### src/logic/spc_pkg.sv
// package: register map, field layouts, commands and timing of the protocol controller core
package spc_pkg;
  // register byte addresses (one aligned word each)
  localparam logic [7:0] SPC_ADDR_COUNT = 8'h00;
  localparam logic [7:0] SPC_ADDR_FIFO = 8'h04;
  localparam logic [7:0] SPC_ADDR_CMD = 8'h08;
  localparam logic [7:0] SPC_ADDR_STATUS = 8'h0C;
  localparam logic [7:0] SPC_ADDR_INTR = 8'h10;
  localparam logic [7:0] SPC_ADDR_TIMEOUT = 8'h14;
  localparam logic [7:0] SPC_ADDR_FLAGS = 8'h18;
  localparam logic [7:0] SPC_ADDR_CFG1 = 8'h1C;
  localparam logic [7:0] SPC_ADDR_CFG2 = 8'h20;
  localparam logic [7:0] SPC_ADDR_CFG3 = 8'h24;
  localparam logic [7:0] SPC_ADDR_OWNID = 8'h28;
  localparam logic [7:0] SPC_ADDR_COUNTER = 8'h2C;
  // command codes (bit 7 requests dma, low bits select the operation)
  localparam int SPC_CMD_DMA_BIT = 7;
  localparam logic [6:0] SPC_OP_NOP = 7'h00;
  localparam logic [6:0] SPC_OP_RESET = 7'h02;
  localparam logic [6:0] SPC_OP_SELECT = 7'h41;
  localparam logic [6:0] SPC_OP_INIT_XFER = 7'h10;
  localparam logic [6:0] SPC_OP_INIT_DONE = 7'h11;
  localparam logic [6:0] SPC_OP_TGT_XFER = 7'h20;
  localparam logic [6:0] SPC_OP_TGT_DISC = 7'h27;
  // interrupt register bits
  localparam int SPC_INT_DISC = 5;
  localparam int SPC_INT_ILLEGAL = 6;
  // status register bits
  localparam int SPC_STAT_INTR = 7;
  localparam int SPC_STAT_CNT_ZERO = 4;
  // flags register fields: count in bits 4:0, sequence in 7:5
  localparam int SPC_FLAG_CNT_LSB = 0;
  localparam int SPC_FLAG_SEQ_LSB = 5;
  // reset values
  localparam logic [7:0] SPC_RST_BYTE = 8'h00;
  localparam logic [15:0] SPC_RST_COUNT = 16'h0000;
  localparam logic [7:0] SPC_RST_TIMEOUT = 8'h01;
  // timeout unit: one register step lasts this many nanoseconds
  localparam int SPC_TO_STEP_NS = 1000;
  localparam int SPC_CLK_NS = 5;
  localparam int SPC_TO_STEP_CYC = (SPC_TO_STEP_NS + SPC_CLK_NS - 1) / SPC_CLK_NS;
  // ahb encodings
  localparam logic [1:0] SPC_HTRANS_NONSEQ = 2'b10;
  // controller modes
  typedef enum logic [1:0] {SPC_DISC, SPC_SELECTING, SPC_INIT, SPC_TGT} spc_mode_e;
endpackage : spc_pkg

### src/logic/spc_controller.sv
// protocol controller core: ahb-lite registers, command decoder, mode tracking, byte fifo, dma counter
//
// Chosen here: the placing of the registers and register access over AHB-Lite.
`timescale 1ns/1ps
`default_nettype none

// simple synchronous fifo; one slot is never wasted, count is exact
module spc_fifo #(
  parameter int WIDTH = 9,
  parameter int DEPTH = 16
) (
  // clock and reset
  input wire logic clk,
  input wire logic rst_n,
  // synchronous flush
  input wire logic flush,
  // fill side
  input wire logic in_valid,
  output logic in_ready,
  input wire logic [WIDTH-1:0] in_data,
  // drain side
  output logic out_valid,
  input wire logic out_ready,
  output logic [WIDTH-1:0] out_data,
  // occupancy
  output logic [$clog2(DEPTH):0] count
);
  localparam int AW = $clog2(DEPTH);
  typedef struct packed {
    logic [AW-1:0] wr_ptr;
    logic [AW-1:0] rd_ptr;
    logic [AW:0] cnt;
  } spc_fifo_s;
  spc_fifo_s st, next_st;
  logic [WIDTH-1:0] mem [DEPTH];
  logic push, pop;

  // handshakes; full and empty follow the exact count
  assign in_ready = (st.cnt != DEPTH[AW:0]);
  assign out_valid = (st.cnt != '0);
  assign push = in_valid && in_ready && !flush;
  assign pop = out_valid && out_ready && !flush;
  assign out_data = mem[st.rd_ptr];
  assign count = st.cnt;

  // pointer and count update, first in first out
  always_comb begin
    next_st = st;
    if (flush) begin
      next_st = '0;
    end else begin
      if (push) next_st.wr_ptr = st.wr_ptr + 1'b1;
      if (pop) next_st.rd_ptr = st.rd_ptr + 1'b1;
      if (push && !pop) next_st.cnt = st.cnt + 1'b1;
      else if (pop && !push) next_st.cnt = st.cnt - 1'b1;
    end
  end

  always_ff @(posedge clk or negedge rst_n) begin
    if (!rst_n) st <= '0;
    else st <= next_st;
  end

  // storage carries no reset; the entry at the read pointer is cleared on flush, and a later read sees zero only if that pointer was 0
  always_ff @(posedge clk) begin
    if (flush) mem[st.rd_ptr] <= '0;
    else if (push) mem[st.wr_ptr] <= in_data;
  end
endmodule : spc_fifo

////////////////////////////////////////////////////////////////////////////////

// Operation
// - reset command zeroes command, interrupt, flags, the fifo entry at the read pointer, config 1-3, and status except its counter-zero bit.
// - configuration registers store and return every 8 bit value exactly.
// - after any reset the controller is disconnected, neither initiator nor target.
// - a command from another mode raises the illegal-command interrupt.
// - timeout accepts 1; unanswered select ends in disconnected interrupt, even own id.
// - target disconnect uses the same interrupt as selection timeout.
// - fifo of 16 entries by 9 bits buffers bytes between host and bus.
// - flags register reports exact byte count for every fill level 0 to 16.
// - bytes leave the fifo in the order they were written.
// - host-writable transfer count register feeds the counter of every legal dma command other than reset.
// - dma no-operation copies count into count-down counter, moving no bytes.
// - counter read returns bytes remaining; equals written count after nop load.
module spc_controller
  import spc_pkg::*;
#(
  parameter int FIFO_WIDTH = 9,
  parameter int FIFO_DEPTH = 16,
  parameter int COUNT_BITS = 16
) (
  // clock and reset
  input wire logic hclk,
  input wire logic hresetn,
  // ahb-lite slave
  input wire logic hsel,
  input wire logic [7:0] haddr,
  input wire logic [1:0] htrans,
  input wire logic hwrite,
  input wire logic [2:0] hsize,
  input wire logic [31:0] hwdata,
  input wire logic hready,
  output logic [31:0] hrdata,
  output logic hreadyout,
  output logic hresp,
  // interrupt request to the host
  output logic irq,
  // bus side of the fifo
  output logic bus_valid,
  input wire logic bus_ready,
  output logic [FIFO_WIDTH-1:0] bus_data,
  // bus side events
  input wire logic sel_response,
  input wire logic target_disconnect,
  input wire logic dma_byte_done
);
  import spc_pkg::*;

  typedef struct packed {
    logic a_valid;
    logic a_write;
    logic [7:0] a_addr;
    logic [31:0] rdata;
    logic [7:0] cmd;
    logic [7:0] intr;
    logic [2:0] seq;
    logic [7:0] cfg1;
    logic [7:0] cfg2;
    logic [7:0] cfg3;
    logic [7:0] timeout;
    logic [2:0] own_id;
    logic [COUNT_BITS-1:0] count;
    logic [COUNT_BITS-1:0] counter;
    spc_mode_e mode;
    logic [7:0] to_steps;
    logic [15:0] to_cyc;
  } spc_ctrl_s;
  spc_ctrl_s st, next_st;

  logic wr_fire, rd_fire, cmd_wr, fifo_wr, fifo_rd, cmd_reset;
  logic host_ready, fifo_out_valid, fifo_flush;
  logic [FIFO_WIDTH-1:0] fifo_out;
  logic [$clog2(FIFO_DEPTH):0] fifo_cnt;
  logic [6:0] op;

  // a command is legal only in the mode it belongs to
  function automatic logic cmd_legal(input logic [6:0] code, input spc_mode_e mode);
    logic ok;
    ok = 1'b0;
    case (code)
      SPC_OP_NOP, SPC_OP_RESET: ok = 1'b1;
      SPC_OP_SELECT: ok = (mode == SPC_DISC);
      SPC_OP_INIT_XFER, SPC_OP_INIT_DONE: ok = (mode == SPC_INIT);
      SPC_OP_TGT_XFER, SPC_OP_TGT_DISC: ok = (mode == SPC_TGT);
      default: ok = 1'b0;
    endcase
    return ok;
  endfunction : cmd_legal

  //////////////////////////////////////////////////////////////////////////////
  // data phase decode; the slave never stalls so every access is zero wait
  assign hreadyout = 1'b1;
  assign hresp = 1'b0;
  assign hrdata = st.rdata;
  assign irq = (st.intr != '0);
  assign wr_fire = st.a_valid && st.a_write;
  assign cmd_wr = wr_fire && (st.a_addr == SPC_ADDR_CMD);
  assign op = hwdata[6:0];
  assign cmd_reset = cmd_wr && (op == SPC_OP_RESET);
  assign fifo_wr = wr_fire && (st.a_addr == SPC_ADDR_FIFO);
  assign rd_fire = hsel && hready && htrans == SPC_HTRANS_NONSEQ && !hwrite;
  assign fifo_rd = rd_fire && (haddr == SPC_ADDR_FIFO);
  assign fifo_flush = cmd_reset;
  // the host draining a byte wins over the bus side in the same cycle
  assign host_ready = fifo_rd || bus_ready;
  assign bus_valid = fifo_out_valid && !fifo_rd;
  assign bus_data = fifo_out;

  // byte fifo between host and bus
  spc_fifo #(.WIDTH(FIFO_WIDTH), .DEPTH(FIFO_DEPTH)) u_fifo (
    .clk(hclk),
    .rst_n(hresetn),
    .flush(fifo_flush),
    .in_valid(fifo_wr),
    .in_ready(),
    .in_data({1'b0, hwdata[7:0]}),
    .out_valid(fifo_out_valid),
    .out_ready(host_ready),
    .out_data(fifo_out),
    .count(fifo_cnt)
  );

  // registers, command decode, mode tracking and timers
  always_comb begin
    next_st = st;
    // address phase capture
    next_st.a_valid = hsel && hready && htrans == SPC_HTRANS_NONSEQ;
    next_st.a_write = hwrite;
    next_st.a_addr = haddr;
    // read data is prepared at the address edge and stands through the data phase
    if (rd_fire) begin
      next_st.rdata = '0;
      if (haddr == SPC_ADDR_COUNT) begin
        next_st.rdata[COUNT_BITS-1:0] = st.count;
      end else if (haddr == SPC_ADDR_FIFO) begin
        next_st.rdata[FIFO_WIDTH-1:0] = fifo_out;
      end else if (haddr == SPC_ADDR_CMD) begin
        next_st.rdata[7:0] = st.cmd;
      end else if (haddr == SPC_ADDR_STATUS) begin
        next_st.rdata[SPC_STAT_INTR] = (st.intr != '0);
        next_st.rdata[SPC_STAT_CNT_ZERO] = (st.counter == '0);
        next_st.rdata[1:0] = st.mode;
      end else if (haddr == SPC_ADDR_INTR) begin
        next_st.rdata[7:0] = st.intr;
        next_st.intr = '0;
      end else if (haddr == SPC_ADDR_TIMEOUT) begin
        next_st.rdata[7:0] = st.timeout;
      end else if (haddr == SPC_ADDR_FLAGS) begin
        next_st.rdata[SPC_FLAG_CNT_LSB +: 5] = 5'(fifo_cnt);
        next_st.rdata[SPC_FLAG_SEQ_LSB +: 3] = st.seq;
      end else if (haddr == SPC_ADDR_CFG1) begin
        next_st.rdata[7:0] = st.cfg1;
      end else if (haddr == SPC_ADDR_CFG2) begin
        next_st.rdata[7:0] = st.cfg2;
      end else if (haddr == SPC_ADDR_CFG3) begin
        next_st.rdata[7:0] = st.cfg3;
      end else if (haddr == SPC_ADDR_OWNID) begin
        next_st.rdata[2:0] = st.own_id;
      end else if (haddr == SPC_ADDR_COUNTER) begin
        next_st.rdata[COUNT_BITS-1:0] = st.counter;
      end
    end
    // plain register writes
    if (wr_fire) begin
      if (st.a_addr == SPC_ADDR_COUNT) begin
        next_st.count = hwdata[COUNT_BITS-1:0];
      end else if (st.a_addr == SPC_ADDR_TIMEOUT) begin
        next_st.timeout = hwdata[7:0];
      end else if (st.a_addr == SPC_ADDR_CFG1) begin
        next_st.cfg1 = hwdata[7:0];
      end else if (st.a_addr == SPC_ADDR_CFG2) begin
        next_st.cfg2 = hwdata[7:0];
      end else if (st.a_addr == SPC_ADDR_CFG3) begin
        next_st.cfg3 = hwdata[7:0];
      end else if (st.a_addr == SPC_ADDR_OWNID) begin
        next_st.own_id = hwdata[2:0];
      end
    end
    // dma counter counts down as the bus side moves bytes
    if (dma_byte_done && st.counter != '0) next_st.counter = st.counter - 1'b1;
    // selection timer: steps of the timeout unit, counted in register units
    if (st.mode == SPC_SELECTING) begin
      if (sel_response) begin
        next_st.mode = SPC_INIT;
      end else if (st.to_cyc != '0) begin
        next_st.to_cyc = st.to_cyc - 1'b1;
      end else if (st.to_steps > 8'h01) begin
        next_st.to_steps = st.to_steps - 1'b1;
        next_st.to_cyc = 16'(SPC_TO_STEP_CYC - 1);
      end else begin
        next_st.mode = SPC_DISC;
        next_st.intr[SPC_INT_DISC] = 1'b1;
      end
    end
    // a disconnecting target ends the connection with the timeout interrupt
    if (target_disconnect && st.mode == SPC_INIT) begin
      next_st.mode = SPC_DISC;
      next_st.intr[SPC_INT_DISC] = 1'b1;
    end
    // command register; hardware interrupt sets take priority over the read clear
    if (cmd_wr) begin
      next_st.cmd = hwdata[7:0];
      if (cmd_reset) begin
        next_st.cmd = SPC_RST_BYTE;
        next_st.intr = SPC_RST_BYTE;
        next_st.seq = '0;
        next_st.cfg1 = SPC_RST_BYTE;
        next_st.cfg2 = SPC_RST_BYTE;
        next_st.cfg3 = SPC_RST_BYTE;
        next_st.mode = SPC_DISC;
      end else if (!cmd_legal(op, st.mode)) begin
        next_st.intr[SPC_INT_ILLEGAL] = 1'b1;
      end else begin
        // any legal dma command other than reset loads the counter; a nop moves nothing
        if (hwdata[SPC_CMD_DMA_BIT]) next_st.counter = st.count;
        if (op == SPC_OP_SELECT) begin
          next_st.mode = SPC_SELECTING;
          next_st.seq = 3'h1;
          next_st.to_steps = st.timeout;
          next_st.to_cyc = 16'(SPC_TO_STEP_CYC - 1);
        end else if (op == SPC_OP_INIT_DONE || op == SPC_OP_TGT_DISC) begin
          next_st.mode = SPC_DISC;
        end
      end
    end
  end

  // one register stage for all control state
  always_ff @(posedge hclk or negedge hresetn) begin
    if (!hresetn) begin
      st <= '0;
      st.timeout <= SPC_RST_TIMEOUT;
      st.count <= SPC_RST_COUNT;
      st.mode <= SPC_DISC;
    end else begin
      st <= next_st;
    end
  end
endmodule : spc_controller

`default_nettype wire

### config.mk
export PLATFORM = sky130hd
export DESIGN_NAME = spc_controller
export DESIGN_NICKNAME = d
export VERILOG_FILES = /design/src/logic/spc_pkg.sv /design/src/logic/spc_controller.sv
export SDC_FILE = /design/constraint.sdc
export NUM_CORES = 1
export LEC_CHECK = 0
export ABC_AREA = 1
export BUFFER_PORTS_ARGS = -buffer_cell sky130_fd_sc_hd__buf_2
export CORE_UTILIZATION = 60
export CTS_CLUSTER_SIZE = 10
export DETAILED_ROUTE_END_ITERATION = 6
export MAX_ROUTING_LAYER = met4
export PLACE_DENSITY = 0.85
export RECOVER_POWER = 25
export SYNTH_ARGS = -nofsm -noshare
export SYNTH_HDL_FRONTEND = slang
export SYNTH_HIERARCHICAL = 1
export SYNTH_SLANG_ARGS = --single-unit
### constraint.sdc
create_clock -name hclk -period 3.75 [get_ports hclk]
set_input_delay 0.375 -clock hclk [delete_from_list [all_inputs] [get_ports hclk]]
set_output_delay 0.375 -clock hclk [all_outputs]
set_load 0.005 [all_outputs]
Word-level counts from Yosys, hierarchy flattened
Memories as Yosys holds them, arrays and structs flattened.
Index checks and enable logic that the tools add are counted.
{"block": "classes", "addsub": 7, "magnitude_cmp": 1, "n_eq_ne": 29, "muxes": 100, "bitwise": 5, "reduce_logical": 46}
{"op": "$mux 24", "count": 9}
{"op": "$mux 8", "count": 27}
{"op": "$mux 16", "count": 8}
{"op": "$mux 42", "count": 2}
{"op": "$mux 35", "count": 2}
{"op": "$eq 8x6->1 const B", "count": 7}
{"op": "$mux 51", "count": 1}
{"op": "$eq 8x5->1 const B", "count": 6}
{"op": "$reduce_bool 16->1", "count": 2}
{"op": "$sub 16x1->16 const B", "count": 2}
{"op": "$mux 10", "count": 3}
{"op": "$mux 3", "count": 9}
{"op": "$mux 13", "count": 2}
{"op": "$mux 26", "count": 1}
{"op": "$eq 8x4->1 const B", "count": 3}
{"op": "$mux 2", "count": 9}
{"op": "$mux 9", "count": 2}
{"op": "$logic_and 1x1->1", "count": 17}
{"op": "$mux 1", "count": 17}
{"op": "$eq 8x3->1 const B", "count": 2}
{"op": "$logic_not 16->1", "count": 1}
{"op": "$logic_not 8->1", "count": 2}
{"op": "$eq 7x5->1 const B", "count": 2}
{"op": "$eq 7x6->1 const B", "count": 2}
{"op": "other kinds (29)", "count": 50}
{"block": "word_totals", "register_bits": 151, "ram_bits": 128, "out_inout_bits": 45, "memories": 1}
{"name": "u_fifo.mem", "words": 16, "word_bits": 8, "rd": 1, "rd_clocked_by_memory_dff": 0, "write_ports": 1, "line": "spc_controller.sv:35", "text": "logic [WIDTH-1:0] mem [DEPTH];"}

Depth between registers and ports, before layout
{"block": "logic_depth", "depth_word": 16, "mapped_depth": 19, "ltp_nobuf": 18}

Cells and area by module
Netlist, hierarchy kept.
{"module": "spc_controller", "n_inst": 1, "cells_each": 999, "area_each_um2": 7754.9, "seq_area_each_um2": 3404.5}
{"module": "spc_fifo", "n_inst": 1, "cells_each": 580, "area_each_um2": 6826.5, "seq_area_each_um2": 4649.5}

Worst setup path after synthesis
No wires, ideal clock.
{"block": "synth_timing", "kind": "in2reg", "startpoint": "in hwdata[4]", "endpoint": "reg u_fifo.st (netlist bit u_fifo/count[4])", "setup_ns": 0.127, "arrival_time_ns": 2.655, "setup_slack_ns": 0.969, "stages": 16, "n_path_buf": 1, "path_cell_list": "inv_2 > nand2_2 > nor2_2 > nand2_1 > nor3_1 > inv_2 > nor2_4 > inv_2 > nand3_4 > buf_6 > inv_1 > ha_1 > fa_1 > o21ai_0 > xnor2_1 > o21ai_0"}
{"block": "synth_between", "elab_chain_len": 8}
{"item": "from (decl)", "line": "spc_controller.sv:102", "text": "input wire logic [31:0] hwdata,"}
{"item": "$eq 7x2->1 *", "line": "spc_controller.sv:170", "text": "assign cmd_reset = cmd_wr && (op == SPC_OP_RESET);"}
{"item": "$logic_and 1x1->1 *", "line": "spc_controller.sv:170"}
{"item": "named net cmd_reset", "line": "spc_controller.sv:141", "text": "logic wr_fire, rd_fire, cmd_wr, fifo_wr, fifo_rd, cmd_reset;"}
{"item": "$logic_not 1->1", "line": "spc_controller.sv:41, spc_controller.sv:42"}
{"item": "$logic_and 1x1->1", "line": "spc_controller.sv:42", "text": "assign pop = out_valid && out_ready && !flush;"}
{"item": "$logic_not 1->1", "line": "spc_controller.sv:54", "text": "if (push && !pop) next_st.cnt = st.cnt + 1'b1;"}
{"item": "$logic_and 1x1->1", "line": "spc_controller.sv:54"}
{"item": "$mux 5", "line": "spc_controller.sv:54"}
{"item": "$mux 13", "line": "spc_controller.sv:49", "text": "if (flush) begin"}
{"item": "to (signal assigned)", "line": "spc_controller.sv:61", "text": "else st <= next_st;"}
{"item": "to (decl)", "line": "spc_controller.sv:34", "text": "spc_fifo_s st, next_st;"}
Mark *: on every way through the listed nets, which the timed path passes. The rest lies on a longest branch.
A chain may end at the register's enable or synchronous reset.

Worst setup path in the final report
{"block": "layout_timing", "startpoint": "reg u_fifo/st[6] (netlist bit)", "endpoint": "out bus_data[2]"}
{"block": "layout_between", "elab_chain_len": 1}
{"item": "$mem_v2 16x8"}
{"item": "to (decl)", "line": "spc_controller.sv:112", "text": "output logic [FIFO_WIDTH-1:0] bus_data,"}
Every way passes these cells.

==> impl_results.md <==
- Finished layout cell area: 0.01605 mm²
- Pins Over Slew Limit: 105
- Critical path endpoint category: output port
- Leak pwr: around 6.7 nW
- Most common cell in the netlist: nand2_1
- FILL cells: around 1,900
- DR pass1 iterations: 7
- Fin crit period: approximately 3200 ps
- Residual DRC count: 1
- Final setup TNS: 0 ps
- Die Ht: ~160 µm
- Reg clk slew, reported paths: roughly 50 ps
- First-pass GRT wire length: about 58,000 µm
- Core Area: 0.02368 mm²
- Layout cells sized above 1: ~13%
- Num CTS Buffers: 35
- Top cells by count, synth: nand2_1 (241), nor2_1 (189), inv_1 (151)
- Largest net degree at the start of global routing: between 100 and 150
- Fin nets: about 1,700
- Antenna-violating nets left: 0
- Placed cell areas: around 0.015 mm²
- TritonCTS Sinks: 293
- Fmax: around 0.32 GHz
- Final period util: 84.42%
- Violated checks: design-rule violations, max-capacitance violations, max-slew violations
- CTS max path bufs: 3
- RePlAce Congestion: around 0.97
- Synthesis-to-layout area growth: 10.06%
- Endpoints failing hold: 0
- Antenna violations before repair: 1
- R2R Setup Slk: about 750 ps
- Seq/Total Area, Yosys: roughly 55%
- Flop and latch count out of synthesis: 293
- Top-area cell type share of the netlist area: 29.66%
- Power Density: between 500 and 600 mW/mm²
- Synth unique cells: 57
- Mapped Area: between 0.01 and 0.015 mm²
- Later-pin clock latency in the skew report: 520 ps
- Initial core utilization: ~62%
- Syn avg cell area: just over 9 µm²
- # H-tree levels: 2
- DRT Wirelength: around 37,000 µm
- Endpoints failing setup: 0
- Cells after Synth: 1,579
- Main synth FF type: dfrtp_1
- RSZ-0062 raised after global routing: no
- CTS tree: done
- Worst min path class: input pin to flip-flop
- Die width: 157.9 µm
- Vias in the first global route: ~11,000
- I/O Pins: 99
- Clock skew: slightly above 10 ps
- # Max-Cap Violations: 1
- Global route total overflow: 0
- GRT Util Overall: 31.61%
- Slew headroom: -70.08%
- Clock root cell: clkbuf_16
- Async S/R FF share, synth: around half
- CP required: 3380 ps
- Worst Path Max Fanout: 55
- Routed vias: ~12,000
- Max IR drop VDD: 548.1 µV
- Worst slew pin tran: between 2000 and 3000 ps
- Startpoint types: flip-flop
- FP Rows: 56
- Warnings from Yosys: 6
- Full die area: around 0.025 mm²
- Port bufs: slightly above 60
- Worst EP arrival: approximately 2800 ps
- Post-synth top area cell: edfxtp_1
- Avg WL per Cell: 18.78 µm
- Avg Vias per Cell: roughly 5.9
- Starting DRC count in detailed routing: approximately 1,200
- Top cells by area, synth: edfxtp_1 (30%), dfrtp_1 (25%), nand2_1 (6.2%), nor2_1 (4.9%), o21ai_0 (4.8%)
- Hpwl dp: between 20,000 and 25,000 µm
- Number of flops mapped to enable cells by yosys: around 140
- Critical path class: flip-flop to output port
- Status: complete, but fails checks
[stage by stage]
step	utilization (%)	setup slack (ps)	instances	hold WS, ps	total power, mW
after floorplan	-	968.7	1596	79.41	5.521
after global placement	63.36	625.7	1912	462.9	6.099
after detailed placement	63.36	482.7	1912	464.5	6.153
after CTS	67.93	632.0	1977	6.370	9.250
after global routing	67.77	323.9	1978	29.37	9.681
final	67.77	584.4	1978	28.29	9.249
[placed cells by master, fill, tap and decap left out, drive strengths merged, types with 3 or more instances in the layout]
cell type,synthesis,final
ha,10,10
nand3,91,91
dfrtp,148,148
o21ai,162,162
conb,2,19
nor3,26,26
o211ai,44,44
dlygate4sd3,0,7
buf,76,70
xor2,20,20
edfxtp,144,144
nor4,8,8
o21a,7,7
or2,7,7
clkinv,1,3
a21oi,81,81
o21bai,4,4
nor3b,3,3
nor2,208,208
nand4,23,23
o221ai,7,7
clkbuf,22,80
xnor2,4,4
inv,173,174
o22ai,26,26
nand2,264,264
[worst paths after layout]
check	startpoint	endpoint	cells after the start
setup / recovery	u_fifo/st[6]	bus_data[2]	6
hold / removal	hwrite	st[152]	1
setup reg to reg	st[145]	u_fifo/mem[14][2]	8
hold reg to reg	hrdata[2]	hrdata[2]	2
max in group asynchronous	hresetn	u_fifo/st[5]	2
min in group asynchronous	hresetn	st[4]	2
[critical path, cell delays in order, from the launching register on]
cell,delay (ps)
dfrtp_2,630
buf_4,560
o21ai_0,230
o211ai_1,350
nand3_1,140
nand2_1,190
buf_2,150
[routing by layer]
metal	vias up	part of all wire, %	GRT usage [%]
met1	5534	40	40.11
met4	0	4.2	14.84
met2	542	48	49.91
met3	116	7.9	5.092
li1	5415	-	-
met5	-	0	-
[kinds of logic (layout without fill, tap and decap cells)]
family	after synthesis	count (layout)	synth area share [%]
simple gates	635	635	19.98
compound gates	341	341	13.45
flops	293	293	55.23
buf+inv	272	334	8.778
xor+xnor	24	24	1.442
fa+ha+maj	11	11	0.9954
other cells	2	20	0.05150
mux	1	1	0.07722
[state kept, by name, summed over array words and instances (netlist names)]
register	cells
hrdata	16
u_fifo/count	5
u_fifo/mem	144
u_fifo/st	8
st	120
[final cells by class]
| type | count | area (µm²) | area share [%] |
|---|---|---|---|
| inverters | 174 | 665.6 | 4.148 |
| diodes | 1 | 2.502 | 0.01559 |
| repair buffers | 102 | 596.8 | 3.719 |
| flip-flops and latches | 293 | 8056 | 50.20 |
| well taps | 319 | 399.1 | 2.487 |
| multi-input cells | 1031 | 5316 | 33.13 |
| clock inverters | 3 | 30.03 | 0.1871 |
| clock buffers | 55 | 982.2 | 6.120 |
[power by group]
part | internal, mW | leakage (nW) | switching [mW] | total [mW]
Clock | 1.79 | 0.487 | 1.27 | 3.06
Combinational | 0.740 | 3.44 | 1.61 | 2.35
Sequential | 3.56 | 2.74 | 0.276 | 3.83
[what timing repair did]
| action | in CTS | in global routing |
|---|---|---|
| endpoints found under the hold margin | 7 | 0 |
| setup buffers | 0 | 0 |
| resized for setup | 0 | 0 |
| hold buffers | 7 | 0 |
Note: power is estimated with default switching activity, not from simulation.
